`src/verilog/bls_pkg.sv`:
```
// Constants and types of the button and LED mode selector
`default_nettype none
package bls_pkg;
    localparam int CLOCK_HZ = 20_000_000;
    localparam int DEBOUNCE_MS = 20;
    localparam int DEBOUNCE_CYCLES = (CLOCK_HZ / 1000) * DEBOUNCE_MS;
    localparam int INITIAL_AMBER_MS = 1000;
    localparam int INITIAL_AMBER_CYCLES = (CLOCK_HZ / 1000) * INITIAL_AMBER_MS;
    localparam int BLINK_HALF_MS = 250;
    localparam int BLINK_HALF_CYCLES = (CLOCK_HZ / 1000) * BLINK_HALF_MS;
    localparam int BLINKS_PER_PHASE = 5;
    localparam int CNT_W = 32;

    // LED colour code: bit 0 green, bit 1 red; both lit is amber
    localparam logic [1:0] LED_OFF = 2'h0;
    localparam logic [1:0] LED_GREEN = 2'h1;
    localparam logic [1:0] LED_RED = 2'h2;
    localparam logic [1:0] LED_AMBER = 2'h3;

    typedef enum logic [7:0] {
        BLS_ST_RESET   = 8'b0000_0001,
        BLS_ST_AMBER   = 8'b0000_0010,
        BLS_ST_RED     = 8'b0000_0100,
        BLS_ST_AMB_BL  = 8'b0000_1000,
        BLS_ST_GRN_BL  = 8'b0001_0000,
        BLS_ST_GA_BL   = 8'b0010_0000,
        BLS_ST_RA_BL   = 8'b0100_0000,
        BLS_ST_RUN     = 8'b1000_0000
    } bls_state_t;
endpackage : bls_pkg
`default_nettype wire

```
`src/verilog/bls_debounce.sv`:
```
// Button synchroniser and debounce filter
`default_nettype none
module bls_debounce #(
    parameter int CYCLES = bls_pkg::DEBOUNCE_CYCLES
) (
    input  wire logic clock,
    input  wire logic sys_rst,
    input  wire logic raw,
    output var  logic level
);
    localparam int CNT_W = bls_pkg::CNT_W;

    logic sync_a;
    logic sync_b;
    logic [CNT_W-1:0] count;

    // Two-stage synchroniser; first stage read only by second
    always_ff @(posedge clock or posedge sys_rst) begin
        if (sys_rst) begin
            sync_a <= 1'b0;
            sync_b <= 1'b0;
        end else begin
            sync_a <= raw;
            sync_b <= sync_a;
        end
    end

    // Level must hold steady for CYCLES before it is accepted
    always_ff @(posedge clock or posedge sys_rst) begin
        if (sys_rst) begin
            count <= '0;
            level <= 1'b0;
        end else if (sync_b == level) begin
            count <= '0;
        end else if (count >= CNT_W'(CYCLES - 1)) begin
            count <= '0;
            level <= sync_b;
        end else begin
            count <= count + 1'b1;
        end
    end

endmodule : bls_debounce
`default_nettype wire

```
`src/verilog/bls_selector.sv`:
```
// Single button feed, pause and power-up maintenance selector
// What this block does; RQ11 and RQ12 are left to host and operator
// RQ1 - Press while idle green feeds next label
// RQ2 - Press while printing pauses the job
// RQ3 - Button held at power-on enters selection
// RQ4 - LED: amber, five blinks each, solid green
// RQ5 - Release during red blinks selects calibration
// RQ6 - Red action calibrates sensor, measures length
// RQ7 - Release during amber blinks selects combined action
// RQ8 - Combined action adds settings print, dump mode
// RQ9 - Release during green blinks restores defaults
// RQ10 - Release during green/amber forces black mark
// RQ11 - Host picks sensing type before calibration
// RQ12 - Operator calibrates after printer initialization
// RQ13 - Release during red/amber forces gap mode
// RQ14 - Release at solid green skips startup program
// RQ15 - Timings are parameters; initial amber selects nothing
// RQ16 - Button synchronised and debounced before edges
`default_nettype none
module bls_selector #(
    parameter int DEBOUNCE_CYCLES = bls_pkg::DEBOUNCE_CYCLES,
    parameter int AMBER_CYCLES    = bls_pkg::INITIAL_AMBER_CYCLES,
    parameter int HALF_CYCLES     = bls_pkg::BLINK_HALF_CYCLES,
    parameter int BLINKS          = bls_pkg::BLINKS_PER_PHASE
) (
    input  wire logic       clock,
    input  wire logic       sys_rst,
    input  wire logic       button_raw,
    input  wire logic       printing,
    input  wire logic       printer_ready,
    output var  logic [1:0] led,
    output var  logic       feed_next_label,
    output var  logic       pause_job,
    output var  logic       sensor_calibrate,
    output var  logic       measure_length,
    output var  logic       self_test_print,
    output var  logic       dump_mode,
    output var  logic       restore_defaults,
    output var  logic       force_black_mark,
    output var  logic       force_gap,
    output var  logic       skip_startup_program,
    output var  logic       normal_start,
    output var  logic       selecting
);
    localparam int CNT_W = bls_pkg::CNT_W;

    logic                 btn;
    logic                 btn_prev;
    logic                 press;
    logic                 release_ev;
    logic                 first;
    bls_pkg::bls_state_t  state;
    bls_pkg::bls_state_t  next_state;
    logic [CNT_W-1:0]     tick;
    logic [CNT_W-1:0]     blink;
    logic                 blink_on;
    logic                 half_done;
    logic                 phase_done;

    // Debounced button level
    bls_debounce #(
        .CYCLES (DEBOUNCE_CYCLES)
    ) u_deb (
        .clock   (clock),
        .sys_rst (sys_rst),
        .raw     (button_raw),
        .level   (btn)
    ); // RQ16

    // Edge detection on the filtered level
    always_ff @(posedge clock or posedge sys_rst) begin
        if (sys_rst) begin
            btn_prev <= 1'b0;
        end else begin
            btn_prev <= btn;
        end
    end
    assign press      = btn & ~btn_prev; // RQ16
    assign release_ev = ~btn & btn_prev; // RQ16

    // Power-on strap: wait out the filter before sampling held button
    logic [CNT_W-1:0] boot_cnt;
    logic             boot_done;
    always_ff @(posedge clock or posedge sys_rst) begin
        if (sys_rst) begin
            boot_cnt <= '0;
        end else if (!boot_done) begin
            boot_cnt <= boot_cnt + 1'b1;
        end
    end
    // Filtered level lands two edges after the filter count; sample after
    assign boot_done = boot_cnt >= CNT_W'(DEBOUNCE_CYCLES + 2);
    assign first = (state == bls_pkg::BLS_ST_RESET) && boot_done;

    assign half_done  = tick >= CNT_W'(HALF_CYCLES - 1);
    assign phase_done = half_done && !blink_on
                        && blink >= CNT_W'(BLINKS - 1);

    // Phase sequencer
    always_comb begin
        next_state = state;
        case (state)
            bls_pkg::BLS_ST_RESET: begin
                if (first) begin
                    next_state = btn ? bls_pkg::BLS_ST_AMBER
                                     : bls_pkg::BLS_ST_RUN; // RQ3
                end
            end
            bls_pkg::BLS_ST_AMBER: begin
                if (release_ev) begin
                    next_state = bls_pkg::BLS_ST_RUN; // RQ15
                end else if (tick >= CNT_W'(AMBER_CYCLES - 1)) begin
                    next_state = bls_pkg::BLS_ST_RED; // RQ4
                end
            end
            bls_pkg::BLS_ST_RED: begin
                if (release_ev) begin
                    next_state = bls_pkg::BLS_ST_RUN;
                end else if (phase_done) begin
                    next_state = bls_pkg::BLS_ST_AMB_BL; // RQ4
                end
            end
            bls_pkg::BLS_ST_AMB_BL: begin
                if (release_ev) begin
                    next_state = bls_pkg::BLS_ST_RUN;
                end else if (phase_done) begin
                    next_state = bls_pkg::BLS_ST_GRN_BL; // RQ4
                end
            end
            bls_pkg::BLS_ST_GRN_BL: begin
                if (release_ev) begin
                    next_state = bls_pkg::BLS_ST_RUN;
                end else if (phase_done) begin
                    next_state = bls_pkg::BLS_ST_GA_BL; // RQ4
                end
            end
            bls_pkg::BLS_ST_GA_BL: begin
                if (release_ev) begin
                    next_state = bls_pkg::BLS_ST_RUN;
                end else if (phase_done) begin
                    next_state = bls_pkg::BLS_ST_RA_BL; // RQ4
                end
            end
            bls_pkg::BLS_ST_RA_BL: begin
                // Solid green is reached here, but selection ends on release
                next_state = release_ev ? bls_pkg::BLS_ST_RUN : state;
            end
            bls_pkg::BLS_ST_RUN: begin
                next_state = state;
            end
            default: begin
                next_state = bls_pkg::BLS_ST_RESET;
            end
        endcase
    end

    // Solid green after last red/amber blink, still awaiting release
    logic settled;
    always_ff @(posedge clock or posedge sys_rst) begin
        if (sys_rst) begin
            settled <= 1'b0;
        end else if (state == bls_pkg::BLS_ST_RA_BL && phase_done) begin
            settled <= 1'b1; // RQ4
        end else if (state == bls_pkg::BLS_ST_RUN) begin
            settled <= 1'b0;
        end
    end

    always_ff @(posedge clock or posedge sys_rst) begin
        if (sys_rst) begin
            state <= bls_pkg::BLS_ST_RESET;
        end else begin
            state <= next_state;
        end
    end

    // Blink timing; restarts on every phase change
    always_ff @(posedge clock or posedge sys_rst) begin
        if (sys_rst) begin
            tick     <= '0;
            blink    <= '0;
            blink_on <= 1'b1;
        end else if (next_state != state || settled) begin
            tick     <= '0;
            blink    <= '0;
            blink_on <= 1'b1;
        end else if (state == bls_pkg::BLS_ST_AMBER) begin
            tick <= tick + 1'b1;
        end else if (half_done) begin
            tick     <= '0;
            blink_on <= ~blink_on;
            if (!blink_on) begin
                blink <= blink + 1'b1;
            end
        end else begin
            tick <= tick + 1'b1;
        end
    end

    // LED drive; mixed phases alternate the two colours
    always_ff @(posedge clock or posedge sys_rst) begin
        if (sys_rst) begin
            led <= bls_pkg::LED_OFF;
        end else if (settled) begin
            led <= bls_pkg::LED_GREEN; // RQ4
        end else begin
            case (state)
                bls_pkg::BLS_ST_AMBER: begin
                    led <= bls_pkg::LED_AMBER; // RQ4
                end
                bls_pkg::BLS_ST_RED: begin
                    led <= blink_on ? bls_pkg::LED_RED : bls_pkg::LED_OFF;
                end
                bls_pkg::BLS_ST_AMB_BL: begin
                    led <= blink_on ? bls_pkg::LED_AMBER : bls_pkg::LED_OFF;
                end
                bls_pkg::BLS_ST_GRN_BL: begin
                    led <= blink_on ? bls_pkg::LED_GREEN : bls_pkg::LED_OFF;
                end
                bls_pkg::BLS_ST_GA_BL: begin
                    led <= blink_on ? bls_pkg::LED_GREEN : bls_pkg::LED_AMBER;
                end
                bls_pkg::BLS_ST_RA_BL: begin
                    led <= blink_on ? bls_pkg::LED_RED : bls_pkg::LED_AMBER;
                end
                bls_pkg::BLS_ST_RUN: begin
                    led <= printer_ready ? bls_pkg::LED_GREEN
                                         : bls_pkg::LED_OFF;
                end
                default: begin
                    led <= bls_pkg::LED_OFF;
                end
            endcase
        end
    end

    // One-cycle maintenance action pulses on release
    always_ff @(posedge clock or posedge sys_rst) begin
        if (sys_rst) begin
            sensor_calibrate     <= 1'b0;
            measure_length       <= 1'b0;
            self_test_print      <= 1'b0;
            dump_mode            <= 1'b0;
            restore_defaults     <= 1'b0;
            force_black_mark     <= 1'b0;
            force_gap            <= 1'b0;
            skip_startup_program <= 1'b0;
        end else begin
            sensor_calibrate <= release_ev
                && (state == bls_pkg::BLS_ST_RED
                    || state == bls_pkg::BLS_ST_AMB_BL); // RQ5 RQ6 RQ7
            measure_length <= release_ev
                && (state == bls_pkg::BLS_ST_RED
                    || state == bls_pkg::BLS_ST_AMB_BL); // RQ6 RQ7
            self_test_print <= release_ev
                && state == bls_pkg::BLS_ST_AMB_BL; // RQ8
            dump_mode <= release_ev
                && state == bls_pkg::BLS_ST_AMB_BL; // RQ8
            restore_defaults <= release_ev
                && state == bls_pkg::BLS_ST_GRN_BL; // RQ9
            force_black_mark <= release_ev
                && state == bls_pkg::BLS_ST_GA_BL; // RQ10
            force_gap <= release_ev && !settled
                && state == bls_pkg::BLS_ST_RA_BL; // RQ13
            skip_startup_program <= release_ev && settled; // RQ14
        end
    end

    // Start-up indication and run-time button duties
    always_ff @(posedge clock or posedge sys_rst) begin
        if (sys_rst) begin
            normal_start    <= 1'b0;
            feed_next_label <= 1'b0;
            pause_job       <= 1'b0;
        end else begin
            normal_start <= first && !btn; // RQ3
            // Pause wins: a press mid-job never starts a feed
            pause_job <= state == bls_pkg::BLS_ST_RUN
                && press && printing; // RQ2
            feed_next_label <= state == bls_pkg::BLS_ST_RUN
                && press && !printing && printer_ready; // RQ1
        end
    end

    assign selecting = state != bls_pkg::BLS_ST_RUN
                       && state != bls_pkg::BLS_ST_RESET;

    // Sensing type choice (RQ11) and post-init calibration (RQ12)
    // are left to host and operator; the actions only carry the request.

    property p_feed_pulse;
        @(posedge clock) disable iff (sys_rst)
        (state == bls_pkg::BLS_ST_RUN && press && !printing
         && printer_ready) |=> feed_next_label;
    endproperty
    a_feed_pulse: assert property (p_feed_pulse) // RQ1
        else $error("feed not issued on idle press");

    property p_pause_no_feed;
        @(posedge clock) disable iff (sys_rst)
        (state == bls_pkg::BLS_ST_RUN && press && printing)
            |=> pause_job && !feed_next_label;
    endproperty
    a_pause_no_feed: assert property (p_pause_no_feed) // RQ2
        else $error("press during print did not pause");

    property p_held_enters;
        @(posedge clock) disable iff (sys_rst)
        (first && btn) |=> state == bls_pkg::BLS_ST_AMBER;
    endproperty
    a_held_enters: assert property (p_held_enters) // RQ3
        else $error("held button did not enter selection");

    property p_red_after_amber;
        @(posedge clock) disable iff (sys_rst)
        (state == bls_pkg::BLS_ST_AMBER && !release_ev
         && next_state != state) |=> state == bls_pkg::BLS_ST_RED;
    endproperty
    a_red_after_amber: assert property (p_red_after_amber) // RQ4
        else $error("amber not followed by red");

    property p_red_sel;
        @(posedge clock) disable iff (sys_rst)
        (release_ev && state == bls_pkg::BLS_ST_RED)
            |=> sensor_calibrate && measure_length && !self_test_print;
    endproperty
    a_red_sel: assert property (p_red_sel) // RQ5
        else $error("red release wrong action");

    property p_amber_sel;
        @(posedge clock) disable iff (sys_rst)
        (release_ev && state == bls_pkg::BLS_ST_AMB_BL)
            |=> sensor_calibrate && self_test_print && dump_mode;
    endproperty
    a_amber_sel: assert property (p_amber_sel) // RQ7
        else $error("amber release wrong action");

    property p_green_sel;
        @(posedge clock) disable iff (sys_rst)
        (release_ev && state == bls_pkg::BLS_ST_GRN_BL)
            |=> restore_defaults && !sensor_calibrate;
    endproperty
    a_green_sel: assert property (p_green_sel) // RQ9
        else $error("green release wrong action");

    property p_bm_sel;
        @(posedge clock) disable iff (sys_rst)
        (release_ev && state == bls_pkg::BLS_ST_GA_BL)
            |=> force_black_mark && !force_gap;
    endproperty
    a_bm_sel: assert property (p_bm_sel) // RQ10
        else $error("green/amber release wrong action");

    property p_skip_sel;
        @(posedge clock) disable iff (sys_rst)
        (release_ev && settled) |=> skip_startup_program && !force_gap;
    endproperty
    a_skip_sel: assert property (p_skip_sel) // RQ14
        else $error("solid green release wrong action");

    property p_initial_none;
        @(posedge clock) disable iff (sys_rst)
        (release_ev && state == bls_pkg::BLS_ST_AMBER)
            |=> !sensor_calibrate && !restore_defaults && !force_gap;
    endproperty
    a_initial_none: assert property (p_initial_none) // RQ15
        else $error("initial amber release selected action");
endmodule : bls_selector
`default_nettype wire

```
`config.mk`:
```
export PLATFORM = sky130hd
export DESIGN_NAME = bls_selector
export DESIGN_NICKNAME = d
export VERILOG_FILES = /design/src/verilog/bls_pkg.sv /design/src/verilog/bls_debounce.sv /design/src/verilog/bls_selector.sv
export SDC_FILE = /design/constraint.sdc
export NUM_CORES = 1
export LEC_CHECK = 0
export BUFFER_PORTS_ARGS = -buffer_cell sky130_fd_sc_hd__buf_2
export CAP_MARGIN = 40
export CORE_ASPECT_RATIO = 2
export CORE_MARGIN = 2
export CORE_UTILIZATION = 40
export DETAILED_ROUTE_END_ITERATION = 6
export PLACE_DENSITY_LB_ADDON = 0.08
export SLEW_MARGIN = 20
export SYNTH_ARGS = -nofsm -noshare
export SYNTH_HDL_FRONTEND = slang
export SYNTH_SLANG_ARGS = --single-unit
```
`constraint.sdc`:
```
create_clock -name clock -period 5.9 [get_ports clock]
set_clock_uncertainty 0.2 [all_clocks]
set_input_delay 0.295 -clock clock [delete_from_list [all_inputs] [get_ports clock]]
set_output_delay 0.295 -clock clock [all_outputs]
set_load 0.02 [all_outputs]
```
==> out/metrics.yaml <==
die_w_um: 99.9
die_h_um: 196
finalHoldViolCount: 0
ctsRootBufferMaster: "clkbuf_16"
synth_cells: 724
cts_setup_buffers: 0
dpl_cell_area_um2: 7620
fin_util_pct: 46.0
port_buffers: 18
async_flop_share_pct: 100
route.detailed.drc: 0
regArea_um2: 3830
hold_class: "primary input to asynchronous set/reset pin"
htreeDepth: 4
first_iter_violations: 262
status: "finished, final reports clean"
multi_input_comb_area_um2: 3280
post_drt_wl_per_cell_um: 16.8
cts_inserted_buffers: 17
clock_power_share_pct: 48.6
core_area_um2: 18100
relSlewSlack_pct: 53.7
power_density_nw_per_um2: 294
path_class: "flop to flop"
clkTransAtPathRegs_ns: 0.07
wirelength_mm: 16.4
p_leak_nw: 3.71
finalSetupTns_ns: 0
crit_arrival_ns: 3.54
cts_tree: "yes"
worst_pin_slew_ns: 0.689
cts_resized: 0
switching_power_mw: 0.581
pre_cts_slack_ns: 2.44
ys_warn_count: 0
synth_ff_type: "dfrtp_1"
firstDrtPassIters: 5
drv_cap: 0
vias_per_cell: 5.49
grt.total_usage_pct: 18.0
crit_fanout: 22
gp_congestion: 0.863
syn_area_um2: 7360
max_freq_mhz: 289
ir_drop_mv: 0.156
fin_area_um2: 8350
place.detailed.hpwl_mm: 11.5
n_fill_cell: 1737
vias: 5367
first_global_vias: 5549
setup_viol: 0
insertion_delay_ns: 0.43
critPathLaunchType: "flop"
rsz0062_at_grt: "no"
syn_avg_cell_area_um2: 10.2
p_int_mw: 1.87
layout_setup_ws_ns: 2.44
num_rows: 70
cts_buffer_depth: 2
power_mw: 2.45
finalCriticalPeriod_ns: 3.46
synth_edf_count: 0
diodes: 0
grt_max_degree: 87
sw_frac_of_total_pct: 23.7
initial_core_util_pct: 40.6
hold_buffers: 5
nNetsFinal: 759
seqPwrFrac_pct: 45.7
ios: 19
synth_cell_type_count: 65
required_ns: 5.98
die_area_um2: 19600
ys_seq_area_share_pct: 52.1
antenna_found_initial: 0
clock-sinks: 153
slew_viol_final: 0
end_kind: "flop"
drive_gt1_share_pct: 11.3
power_frac_comb_pct: 5.7
grt-ovfl-total: 0
drtAntennaViolNets: 0
fin_crit_sh_pct: 58.7
ys_ff_latch: 153
syn_to_final_growth_pct: 13.5
grt_pass1_wl_mm: 27.8
## logic make-up after synthesis
family                     Yosys count  share of synthesized area [%]
and+or+nand+nor                    341                           24.5
DFF                                153                           52.1
xor gates and xnor gates            91                           10.8
AOI/OAI and AO/OA                   67                           6.70
buffers and inverters               62                           4.41
adders and majority gates            6                           1.02
muxes                                3                          0.425
other                                1                         0.0510
## path summary, 6_finish.rpt
path / from / end / slack (ns) / depth (start not counted)
setup / recovery: tick[0] / tick[8] / 2.44 / 9
hold / removal: sys_rst / blink[5] / 0.11 / 3
setup reg to reg: tick[0] / tick[8] / 2.44 / 9
hold reg to reg: u_deb.sync_a / u_deb.sync_b / 0.17 / 0
max in group asynchronous: sys_rst / state[0] / 4.10 / 6
min in group clock: u_deb.sync_a / u_deb.sync_b / 0.17 / 0
## registers in the layout (all words and copies together), names as in the netlist, 2 cells and up
| signal | count |
|---|---|
| tick | 32 |
| state | 8 |
| boot_cnt | 32 |
| blink | 32 |
| u_deb.count | 32 |
| led | 2 |
## metal layers
layer | vias to the layer above | wire length (µm) | track usage (%)
li1 | 2552 | - | -
met4 | 0 | 444 | 8.17
met3 | 28 | 331 | 3.24
met1 | 2705 | 6310 | 19.5
met2 | 82 | 9360 | 33.2
met5 | - | 0 | 0
## placed cells by master (no fill, tap or decap), types with 5 or more instances in the layout
cell type / count
nor3_2: 5
nor3_1: 73
nand2b_1: 5
xor2_1: 59
conb_1: 20
buf_2: 18
o21ai_0: 13
clkbuf_16: 17
a21oi_1: 16
and3_1: 24
nor2_1: 64
dlygate4sd3_1: 5
nand4_1: 25
nor4_1: 18
dfrtp_1: 151
ha_1: 6
xnor2_1: 32
buf_4: 7
and2_1: 9
inv_1: 14
o31ai_1: 5
nand2_1: 58
nand3_1: 28
## final cells by class
cell class	instances	area share, %
Clock buffer	20	5.47
Clock inverter	12	2.25
Tap cell	216	3.24
Sequential cell	153	45.9
Multi-Input combinational cell	528	39.3
Timing Repair Buffer	33	3.10
Inverter	15	0.735
## worst max-delay path, cell delays in order, from the launching register on
cell and delay [ns]:
dfrtp_1 0.39, ha_1 0.22, nand2_1 0.11, o21ai_0 0.23
or3b_1 0.55, a211oi_4 0.52, nor4_2 0.14, o21ai_4 0.49
buf_4 0.38, nor3_1 0.09
## cell usage after synthesis, types with 5 or more instances
cell	number	area, µm²
nor4_1	18	113
and3_1	24	150
buf_6	7	78.8
nor3_2	5	50.1
xor2_1	59	517
a21oi_1	16	80.1
o21ai_0	13	65.1
nand2b_1	5	31.3
nand4_1	25	156
buf_4	7	52.6
nor2_1	64	240
dfrtp_1	151	3780
nor3_1	73	365
ha_1	6	75.1
o31ai_1	5	37.5
buf_2	10	50.1
clkbuf_1	23	86.3
inv_1	15	56.3
and2_1	9	56.3
xnor2_1	32	280
nand2_1	58	218
nand3_1	28	140
## power groups by stage
stage | sequential, mW | combinational [mW] | clock [mW]
3_3_place_gp | 1.14 | 0.130 | 0
4_1_cts | 1.12 | 0.140 | 1.22
3_5_place_dp | 1.14 | 0.136 | 0
6_report | 1.12 | 0.140 | 1.19
5_1_grt | 1.13 | 0.159 | 1.26
2_1_floorplan | 1.13 | 0.103 | 0
## metrics by stage
| stage | instances | hold slack (ns) |
|---|---|---|
| detailed placement | 939 | 0.154 |
| floorplan | 743 | 0.126 |
| CTS | 976 | 0.176 |
| finish | 977 | 0.107 |
| global route | 977 | 0.126 |
| global placement | 936 | 0.141 |
Power figures use the tool's default switching activity.
